**src/dtc_params.svh**
```systemverilog
// Purpose: constants for the dram training command logic
// Assumes: one clock (controller CK) at 125 MHz, 8 ns period
// Notes:   included by bare name; definitions only
//
// How it works
// - oscillator count split into low/high bytes
// - stop command overwrites both result bytes
// - oscillator counter saturates at all ones
// - zero run time: run until stop
// - nonzero run time: auto stop, then store
// - training bit: strobe low/high, held static
// - no normal preamble; calibration burst like read
// - burst: eight bits pattern a, eight pattern b
// - invert mask flips pattern per pin
// - pattern on mask pins, never bus-inverted
// - back-to-back calibration reads give seamless bursts
// - mode exit within the switch delay
// - calibration burst length always sixteen
// - command: operand six first edge, rest second
// - operand six zero means no operation
// - latency counted from column command second edge
// - oscillator and impedance commands need no column command
// - operand encodings for each training command
`ifndef DTC_PARAMS_SVH
`define DTC_PARAMS_SVH

// mode register addresses and the training bit
`define DTC_MR_TRAIN_CTL   6'h0D
`define DTC_MR_INV_LO      6'h0F
`define DTC_MR_OSC_LO      6'h12
`define DTC_MR_OSC_HI      6'h13
`define DTC_MR_INV_HI      6'h14
`define DTC_MR_RUN_TIME    6'h17
`define DTC_MR_PAT_A       6'h20
`define DTC_MR_PAT_B       6'h28
`define DTC_PRE_TRAIN_BIT  1

// command encodings on ca[4:0] at the first edge
`define DTC_CA_MPC         5'h00
`define DTC_CA_CAS2        5'h12

// training operands
`define DTC_OP_RD_FIFO     7'h41
`define DTC_OP_RD_CAL      7'h43
`define DTC_OP_WR_FIFO     7'h47
`define DTC_OP_OSC_START   7'h4B
`define DTC_OP_OSC_STOP    7'h4D
`define DTC_OP_ZQ_START    7'h4F
`define DTC_OP_ZQ_LATCH    7'h51

// oscillator and burst
`define DTC_OSC_MAX        16'hFFFF
`define DTC_RL_CYC         6
`define DTC_BURST_LAST     3'h7

// mode switch delay, longest time rounds down
`define DTC_CLK_PERIOD_NS  8
`define DTC_SDO_MAX_NS     20
`define DTC_SDO_MAX_NCK    12
`define DTC_SDO_NS_CYC     (`DTC_SDO_MAX_NS / `DTC_CLK_PERIOD_NS)
`define DTC_SDO_CYC        ((`DTC_SDO_NS_CYC > `DTC_SDO_MAX_NCK) ? \
                            `DTC_SDO_NS_CYC : `DTC_SDO_MAX_NCK)
`define DTC_SDO_APPLY      (`DTC_SDO_CYC - 3)

`endif

```
**src/dtc_pkg.sv**
```systemverilog
// Purpose: types for the dram training command logic
// Assumes: nothing
// Notes:   never imported, used as dtc_pkg::name
package dtc_pkg;
    typedef enum logic [1:0] {
        DTC_IDLE,
        DTC_MPC_OP,
        DTC_WAIT_CAS,
        DTC_CAS_OP
    } dtc_dec_state_t;
endpackage

```
**src/dtc_training_cmd.sv**
```systemverilog
// Purpose: command decode, interval oscillator and preamble/calibration training
// Assumes: cs/ca and mode register port are synchronous to mclk
// Notes:   two data beats per clock, so a burst of sixteen takes eight clocks
`timescale 1ns/1ns
`include "dtc_params.svh"
module dtc_training_cmd (
    input  wire logic        mclk,
    input  wire logic        arst_n,
    input  wire logic        clk_en,
    input  wire logic        cs,
    input  wire logic [5:0]  ca,
    input  wire logic        mr_wr,
    input  wire logic        mr_rd,
    input  wire logic [5:0]  mr_addr,
    input  wire logic [7:0]  mr_wdata,
    input  wire logic        osc_tick,
    output logic      [7:0]  mr_rdata,
    output logic             mr_rvalid,
    output logic      [15:0] dq_even,
    output logic      [15:0] dq_odd,
    output logic             dq_oe,
    output logic      [1:0]  dmi_even,
    output logic      [1:0]  dmi_odd,
    output logic             dmi_oe,
    output logic             dqs_t,
    output logic             dqs_c,
    output logic             dqs_oe,
    output logic             osc_running,
    output logic             zq_start,
    output logic             zq_latch
);
    // ****************************************
    // state
    // ****************************************
    dtc_pkg::dtc_dec_state_t dec_state;
    logic        op6_q;
    logic        cal_pending;
    logic [7:0]  training_control_register;
    logic [7:0]  osc_run_time_setting;
    logic [7:0]  calibration_pattern_a;
    logic [7:0]  calibration_pattern_b;
    logic [15:0] inv_mask;
    logic [7:0]  osc_count_low_byte;
    logic [7:0]  osc_count_high_byte;
    logic [15:0] osc_count;
    logic [7:0]  run_cnt;
    logic        osc_s1, osc_s2, osc_s3;
    logic [`DTC_RL_CYC-1:0] lat_pipe;
    logic [2:0]  beat_pair;
    logic        bursting;
    logic        preamble_on;
    logic [3:0]  sdo_cnt;
    // decoded one-cycle commands
    logic [6:0]  op_full;
    logic        mpc_done, cmd_start, cmd_stop, cmd_needs_cas;
    logic        launch, auto_stop, osc_edge, burst_go;
    logic [2:0]  pair_now;
    // ****************************************
    // command decode
    // ****************************************
    // operand six came on the first edge, the rest arrive now
    assign op_full  = {op6_q, ca};
    assign mpc_done = (dec_state == dtc_pkg::DTC_MPC_OP) && !cs && op6_q;
    assign cmd_start = mpc_done && (op_full == `DTC_OP_OSC_START);
    assign cmd_stop  = mpc_done && (op_full == `DTC_OP_OSC_STOP);
    assign cmd_needs_cas = mpc_done && ((op_full == `DTC_OP_RD_FIFO)
                        || (op_full == `DTC_OP_RD_CAL) || (op_full == `DTC_OP_WR_FIFO));
    // latency starts at the column command second edge
    assign launch = (dec_state == dtc_pkg::DTC_CAS_OP) && !cs && cal_pending;

    // two-edge decoder; anything unexpected falls back to idle
    always_ff @(posedge mclk or negedge arst_n) begin
        if (!arst_n) begin
            dec_state   <= dtc_pkg::DTC_IDLE;
            op6_q       <= 1'b0;
            cal_pending <= 1'b0;
        end else if (clk_en) begin
            case (dec_state)
                dtc_pkg::DTC_IDLE: begin
                    cal_pending <= 1'b0;
                    if (cs && (ca[4:0] == `DTC_CA_MPC)) begin
                        op6_q     <= ca[5];
                        dec_state <= dtc_pkg::DTC_MPC_OP;
                    end
                end
                dtc_pkg::DTC_MPC_OP: begin
                    // reserved codes and op6 low leave everything untouched
                    if (cmd_needs_cas) begin
                        cal_pending <= (op_full == `DTC_OP_RD_CAL);
                        dec_state   <= dtc_pkg::DTC_WAIT_CAS;
                    end else begin
                        dec_state <= dtc_pkg::DTC_IDLE;
                    end
                end
                dtc_pkg::DTC_WAIT_CAS: begin
                    // the column command must follow at once, else dropped
                    if (cs && (ca[4:0] == `DTC_CA_CAS2)) begin
                        dec_state <= dtc_pkg::DTC_CAS_OP;
                    end else begin
                        cal_pending <= 1'b0;
                        dec_state   <= dtc_pkg::DTC_IDLE;
                    end
                end
                dtc_pkg::DTC_CAS_OP: dec_state <= dtc_pkg::DTC_IDLE;
                default:             dec_state <= dtc_pkg::DTC_IDLE;
            endcase
        end
    end
    // impedance calibration pulses, engine lives elsewhere
    always_ff @(posedge mclk or negedge arst_n) begin
        if (!arst_n) begin
            zq_start <= 1'b0;
            zq_latch <= 1'b0;
        end else if (clk_en) begin
            zq_start <= mpc_done && (op_full == `DTC_OP_ZQ_START);
            zq_latch <= mpc_done && (op_full == `DTC_OP_ZQ_LATCH);
        end
    end
    // ****************************************
    // mode registers
    // ****************************************
    // writable settings; result bytes ignore writes
    always_ff @(posedge mclk or negedge arst_n) begin
        if (!arst_n) begin
            training_control_register <= 8'h00;
            osc_run_time_setting      <= 8'h00;
            calibration_pattern_a     <= 8'h00;
            calibration_pattern_b     <= 8'h00;
            inv_mask                  <= 16'h0000;
        end else if (clk_en && mr_wr) begin
            case (mr_addr)
                `DTC_MR_TRAIN_CTL: training_control_register <= mr_wdata;
                `DTC_MR_RUN_TIME:  osc_run_time_setting      <= mr_wdata;
                `DTC_MR_PAT_A:     calibration_pattern_a     <= mr_wdata;
                `DTC_MR_PAT_B:     calibration_pattern_b     <= mr_wdata;
                `DTC_MR_INV_LO:    inv_mask[7:0]             <= mr_wdata;
                `DTC_MR_INV_HI:    inv_mask[15:8]            <= mr_wdata;
                default:           ;
            endcase
        end
    end
    // read answer one clock later; unmapped reads as zero
    always_ff @(posedge mclk or negedge arst_n) begin
        if (!arst_n) begin
            mr_rdata  <= 8'h00;
            mr_rvalid <= 1'b0;
        end else if (clk_en) begin
            mr_rvalid <= mr_rd;
            if (mr_rd) begin
                case (mr_addr)
                    `DTC_MR_TRAIN_CTL: mr_rdata <= training_control_register;
                    `DTC_MR_RUN_TIME:  mr_rdata <= osc_run_time_setting;
                    `DTC_MR_PAT_A:     mr_rdata <= calibration_pattern_a;
                    `DTC_MR_PAT_B:     mr_rdata <= calibration_pattern_b;
                    `DTC_MR_INV_LO:    mr_rdata <= inv_mask[7:0];
                    `DTC_MR_INV_HI:    mr_rdata <= inv_mask[15:8];
                    `DTC_MR_OSC_LO:    mr_rdata <= osc_count_low_byte;
                    `DTC_MR_OSC_HI:    mr_rdata <= osc_count_high_byte;
                    default:           mr_rdata <= 8'h00;
                endcase
            end
        end
    end
    // ****************************************
    // interval oscillator
    // ****************************************
    // ring oscillator output is asynchronous; only s2 and s3 feed logic
    always_ff @(posedge mclk or negedge arst_n) begin
        if (!arst_n) begin
            osc_s1 <= 1'b0;
            osc_s2 <= 1'b0;
            osc_s3 <= 1'b0;
        end else if (clk_en) begin
            osc_s1 <= osc_tick;
            osc_s2 <= osc_s1;
            osc_s3 <= osc_s2;
        end
    end
    assign osc_edge  = osc_s2 && !osc_s3;
    // zero run time disables the automatic stop
    assign auto_stop = osc_running && (osc_run_time_setting != 8'h00)
                    && ((run_cnt + 8'h01) == osc_run_time_setting);
    // count, stop and store; a stop that is not running is ignored
    always_ff @(posedge mclk or negedge arst_n) begin
        if (!arst_n) begin
            osc_running         <= 1'b0;
            osc_count           <= 16'h0000;
            run_cnt             <= 8'h00;
            osc_count_low_byte  <= 8'h00;
            osc_count_high_byte <= 8'h00;
        end else if (clk_en) begin
            if (cmd_start) begin
                osc_running <= 1'b1;
                osc_count   <= 16'h0000;
                run_cnt     <= 8'h00;
            end else if (osc_running && (cmd_stop || auto_stop)) begin
                osc_running         <= 1'b0;
                osc_count_low_byte  <= osc_count[7:0];
                osc_count_high_byte <= osc_count[15:8];
            end else if (osc_running) begin
                run_cnt <= run_cnt + 8'h01;
                // hold at all ones so overflow reads as the maximum
                if (osc_edge && (osc_count != `DTC_OSC_MAX)) begin
                    osc_count <= osc_count + 16'h0001;
                end
            end
        end
    end
    // ****************************************
    // preamble training mode
    // ****************************************
    // follow the training bit after a fixed delay inside the switch window
    always_ff @(posedge mclk or negedge arst_n) begin
        if (!arst_n) begin
            preamble_on <= 1'b0;
            sdo_cnt     <= 4'h0;
        end else if (clk_en) begin
            if (training_control_register[`DTC_PRE_TRAIN_BIT] == preamble_on) begin
                sdo_cnt <= 4'h0;
            end else if (sdo_cnt == 4'(`DTC_SDO_APPLY)) begin
                preamble_on <= training_control_register[`DTC_PRE_TRAIN_BIT];
                sdo_cnt     <= 4'h0;
            end else begin
                sdo_cnt <= sdo_cnt + 4'h1;
            end
        end
    end
    // ****************************************
    // calibration burst
    // ****************************************
    // read latency pipe, one stage per clock
    always_ff @(posedge mclk or negedge arst_n) begin
        if (!arst_n) begin
            lat_pipe <= '0;
        end else if (clk_en) begin
            lat_pipe <= {lat_pipe[`DTC_RL_CYC-2:0], launch};
        end
    end
    assign burst_go = lat_pipe[`DTC_RL_CYC-1];
    // a new launch restarts at beat zero, so bursts join seamlessly
    assign pair_now = burst_go ? 3'h0 : beat_pair;
    // eight clocks of two beats: always sixteen, no other length
    always_ff @(posedge mclk or negedge arst_n) begin
        if (!arst_n) begin
            bursting  <= 1'b0;
            beat_pair <= 3'h0;
        end else if (clk_en) begin
            if (burst_go) begin
                bursting  <= 1'b1;
                beat_pair <= 3'h1;
            end else if (bursting && (beat_pair == 3'h0)) begin
                bursting <= 1'b0;
            end else if (bursting) begin
                beat_pair <= (beat_pair == `DTC_BURST_LAST) ? 3'h0 : beat_pair + 3'h1;
            end
        end
    end
    // pattern bit for beat index: low eight from a, high eight from b
    function automatic logic pat_bit(input logic [3:0] beat,
                                     input logic [7:0] pa,
                                     input logic [7:0] pb);
        pat_bit = beat[3] ? pb[beat[2:0]] : pa[beat[2:0]];
    endfunction
    // data and mask pins; mask pins never see bus inversion
    always_ff @(posedge mclk or negedge arst_n) begin
        if (!arst_n) begin
            dq_even  <= 16'h0000;
            dq_odd   <= 16'h0000;
            dq_oe    <= 1'b0;
            dmi_even <= 2'h0;
            dmi_odd  <= 2'h0;
            dmi_oe   <= 1'b0;
        end else if (clk_en) begin
            if (burst_go || (bursting && (beat_pair != 3'h0))) begin
                dq_even  <= {16{pat_bit({pair_now, 1'b0}, calibration_pattern_a,
                                        calibration_pattern_b)}} ^ inv_mask;
                dq_odd   <= {16{pat_bit({pair_now, 1'b1}, calibration_pattern_a,
                                        calibration_pattern_b)}} ^ inv_mask;
                dmi_even <= {2{pat_bit({pair_now, 1'b0}, calibration_pattern_a,
                                       calibration_pattern_b)}};
                dmi_odd  <= {2{pat_bit({pair_now, 1'b1}, calibration_pattern_a,
                                       calibration_pattern_b)}};
                dq_oe    <= 1'b1;
                dmi_oe   <= 1'b1;
            end else begin
                dq_oe  <= 1'b0;
                dmi_oe <= 1'b0;
            end
        end
    end

    // strobe: static low/high in mode, held high/low in bursts, no preamble
    always_ff @(posedge mclk or negedge arst_n) begin
        if (!arst_n) begin
            dqs_t  <= 1'b0;
            dqs_c  <= 1'b1;
            dqs_oe <= 1'b0;
        end else if (clk_en) begin
            if (burst_go || (bursting && (beat_pair != 3'h0))) begin
                dqs_t  <= 1'b1;
                dqs_c  <= 1'b0;
                dqs_oe <= 1'b1;
            end else begin
                dqs_t  <= 1'b0;
                dqs_c  <= 1'b1;
                dqs_oe <= preamble_on;
            end
        end
    end
endmodule // dtc_training_cmd

```
**config.mk**
```make
export PLATFORM = sky130hd
export DESIGN_NAME = dtc_training_cmd
export DESIGN_NICKNAME = d
export VERILOG_FILES = /design/src/dtc_pkg.sv /design/src/dtc_training_cmd.sv
export VERILOG_INCLUDE_DIRS = /design/src
export SDC_FILE = /design/constraint.sdc
export NUM_CORES = 1
export LEC_CHECK = 0
export BUFFER_PORTS_ARGS = -buffer_cell sky130_fd_sc_hd__clkbuf_2
export CELL_PAD_IN_SITES_DETAIL_PLACEMENT = 0
export CELL_PAD_IN_SITES_GLOBAL_PLACEMENT = 1
export CORE_ASPECT_RATIO = 1.2
export CORE_UTILIZATION = 43
export DETAILED_ROUTE_END_ITERATION = 6
export PLACE_DENSITY_LB_ADDON = 0.05
export SLEW_MARGIN = 20
export SYNTH_ARGS = -nofsm -noshare
export SYNTH_HDL_FRONTEND = slang
export SYNTH_SLANG_ARGS = --single-unit
export TNS_END_PERCENT = 30
```
**constraint.sdc**
```tcl
create_clock -name mclk -period 2.8 [get_ports mclk]
set_clock_uncertainty 0.1 [all_clocks]
set_input_delay 0.56 -clock mclk [delete_from_list [all_inputs] [get_ports mclk]]
set_output_delay 0.56 -clock mclk [all_outputs]
set_load 0.02 [all_outputs]
```
==> run summary <==
The detailed-route wire length per cell is 18.5 um. The async set-reset flop share out of synthesis is 100%. For the final routed database, the setup TNS stands at 0 ns. The floorplan step defined a core boundary enclosing 17800 um^2. The detailed-routing iteration count for the pre-antenna-repair pass is 6. Dividing total power by cell area gives a power density of 778 nW/um^2.

STA classifies the critical path endpoint as a flop. The clock reaches the later pin of the worst-skew pair after 0.42 ns. The critical path startpoint category is a flop. Counting every instance in the synthesized netlist gives 720. The global-route wire length before repair came out at 31900 um.

The post-synthesis mux area share is 13.5%. The critical-path maximum fanout is 12. The via count of the first global-routing pass is 6003. For this run, the post-layout net count is 846. The share of the yosys chip area belonging to registers is 50.4%. Based on the critical path, the design can be clocked at up to 0.370 GHz.

The worst IR drop on VDD came out at 0.000405 V. The post-CTS clock slew at the launch and capture registers of the worst setup and hold paths is 0.06 ns. Summing all multi-input logic gate instances after layout gives 3680 um^2.

The max-slew headroom at the worst pin is 63.6%. The final-report setup violation count is 0. The die outline height came out at 150 um. In the final layout, flip-flops and latches occupy 3980 um^2. The die is 126 um wide.

The number of placement rows came out at 53. The final critical delay including setup and external delays came out at 2.70 ns. The run finished, with violations left. The leakage power is 4.33 nW. After synthesis the netlist holds a flip-flop and latch count of 159. The detail route stage leaves a number of antenna-violating nets equal to 0. The number of antenna diodes is 0.

By area, the combinational part of the netlist is dominated by simple AND/OR/NAND/NOR gates. The final-layout fill cell count came out at 1582. The number of warning messages in the yosys log is 0.

The area added between synthesis and finish came out at 18.9%. The post-route fraction of the period consumed by the critical path came out at 96.6%. The compound-gate portion of the synthesized area is 13.1%. The unique cell type count in the Yosys netlist came out at 66. Once detailed placement completed, the half-perimeter wirelength came to 14200 um. Data on the critical path is required at its endpoint by 3.01 ns. The port buffer count is 79. The average via count per standard cell came out at 5.59. The final weighted congestion in routability-driven placement came out at 0.842. The die footprint is 18900 um^2.

The synthesized netlist devotes 13.8% of its cell area to simple gates. The post-synthesis average cell area came out at 11.0 um^2. The category of the critical setup timing path is flop to flop. The final hold slack is 0.278 ns. The data arrival time of the worst path came out at 2.91 ns. The overall fraction of global-route tracks in use came out at 21.9%.

The final-report max-slew violation count is 0. In the routed design, unresolved DRC markers number 7. For this block, the initial DRC count from the detailed router was 307.

The share of layout cells above drive strength 1 is 29.6%. The number of hold-slack violations in the final timing report came out at 0. The count of maximum capacitance violations came out at 0. The final reports fail on DRC. The transition time at the pin with the least slew margin is 0.542 ns.

The xor and xnor area share after synthesis came out at 4.77%. The total CTS buffers came out at 17. The TritonCTS sink count is 159.

The initial utilization of the core area, before any placement, comes to 44.4%. After Yosys synthesis, full adders, half adders and majority gates account for 1.11% of the synthesized area. The sum of overflow across all layers after global routing is 0. The total number of H-tree levels came out at 4. The library cell used most frequently in the layout, excluding fill and tap cells, is sky130_fd_sc_hd__dfrtp_1. The root buffer cell is sky130_fd_sc_hd__clkbuf_16. The total nets after synthesis is 754. The count of flip-flops with a built-in enable after synthesis is 0. Pin placement for this block handled 80 I/O pins. The number of buffers between clock root and the deepest sink came out at 2.

The initial antenna violation count came out at 0. Summing every instance area after synthesis gives 7890 um^2. The wire length after detailed routing came out at 19300 um.

Setup repair after global routing could not meet its margin everywhere. The total via count after detailed routing is 5840. The overall power consumption is 7.30 mW. The type of the most critical hold path is input port to flop. The pin count of the biggest net entering global routing came out at 67. Leaving out fill and tap cells, the most frequent cells in the layout are sky130_fd_sc_hd__dfrtp_1, sky130_fd_sc_hd__nand2_1, sky130_fd_sc_hd__clkbuf_2. For this run, the leading register cell type out of synthesis is sky130_fd_sc_hd__dfrtp_1. TritonCTS built the clock tree.
## critical path: stages, from the launching register on
cell                      delay, ns
sky130_fd_sc_hd__dfrtp_1       0.36
sky130_fd_sc_hd__ha_1          0.21
sky130_fd_sc_hd__nand3_1       0.15
sky130_fd_sc_hd__or2_2         0.35
sky130_fd_sc_hd__xnor2_1       0.13
sky130_fd_sc_hd__or4_4         0.47
sky130_fd_sc_hd__o21ai_4       0.33
sky130_fd_sc_hd__buf_4         0.22
sky130_fd_sc_hd__nor4_1        0.05
sky130_fd_sc_hd__a211o_1       0.22
## where the power goes
group | internal (mW) | switching, mW | total, mW
sequential | 2.64 | 0.287 | 2.93
combinational | 0.697 | 1.01 | 1.71
clock | 1.72 | 0.946 | 2.67
## stage by stage
| stage | utilization [%] | std cells | worst slack, ns | area (um^2) |
|---|---|---|---|---|
| 2_1_floorplan | - | 720 | 0.141 | 7890 |
| 3_3_place_gp | 48.7 | 1010 | 0.139 | 8650 |
| 3_5_place_dp | 48.7 | 1010 | 0.0871 | 8650 |
| 4_1_cts | 52.6 | 1043 | 0.0837 | 9350 |
| 5_1_grt | 52.8 | 1045 | -0.0416 | 9380 |
| 6_report | 52.8 | 1045 | 0.0958 | 9380 |
## layout make-up
type                    count  area share (%)
clock buffers              19            4.83
flip-flops and latches    159            42.4
inverters                  15           0.600
multi-input cells         505            39.2
repair buffers            114            7.55
clock inverters            13            2.47
well taps                 220            2.93
## state kept, by name, summed over array words and instances (netlist names), 16 cells and up
signal     cells
osc_count     16
dq_even       16
dq_odd        16
inv_mask      16
## cells in the mapped netlist (all sizes together) (4+ instances only)
cell	number	area share [%]
dfrtp	158	50
nand2	79	3.8
mux2	78	12
o21ai	52	3.4
xnor2	37	4.1
nor2	31	1.6
nand3	30	1.9
buf	21	1.6
clkbuf	20	0.95
o211ai	17	1.6
a21oi	16	1.1
or4	16	1.6
inv	15	0.71
mux2i	13	1.6
a221oi	10	1.1
a31oi	9	0.71
nor2b	9	0.71
nor3	9	0.57
a222oi	7	0.89
ha	7	1.1
nand4	7	0.55
xor2	6	0.67
nand2b	5	0.40
a22o	4	0.44
nor3b	4	0.44
o311ai	4	0.44
o31ai	4	0.38
or2	4	0.32
or3	4	0.32
## what timing repair did
| action | in CTS | in global routing |
|---|---|---|
| buffers inserted | 0 | 2 |
| resized for setup | 0 | 4 |
| endpoints found under the hold margin | 43 | 0 |
| endpoints found under the setup margin | 0 | 24 |
| hold buffers | 1 | 0 |
## final timing paths
| check | startpoint | endpoint | depth (start not counted) | slack, ns |
|---|---|---|---|---|
| max reg2reg | run_cnt[0] | run_cnt[7] | 9 | 0.1 |
| min in group asynchronous | arst_n | dqs_t | 2 | 0.54 |
| min | osc_tick | osc_s1 | 2 | 0.28 |
| max in group asynchronous | arst_n | cal_pending | 3 | 1.40 |
| min reg2reg | dq_even[0] | dq_even[0] | 2 | 0.37 |
| max | run_cnt[0] | run_cnt[7] | 9 | 0.1 |
## metal layers
metal | wire length [um] | global-route usage [%]
met1 | 8870 | 27.9
met5 | 0 | 0
met2 | 9580 | 37.0
met3 | 470 | 3.62
met4 | 419 | 8.84
## cells by family (layout without fill, tap and decap cells)
group | after synthesis | count (layout)
multiplexers | 92 | 92
buffers and inverters | 56 | 161
AND/OR/NAND/NOR | 215 | 215
flip-flops | 159 | 159
adder cells (fa/ha/maj) | 7 | 7
XOR/XNOR | 43 | 43
AO/OA/AOI/OAI | 148 | 148
No activity file was read; power rests on OpenSTA's default activity.
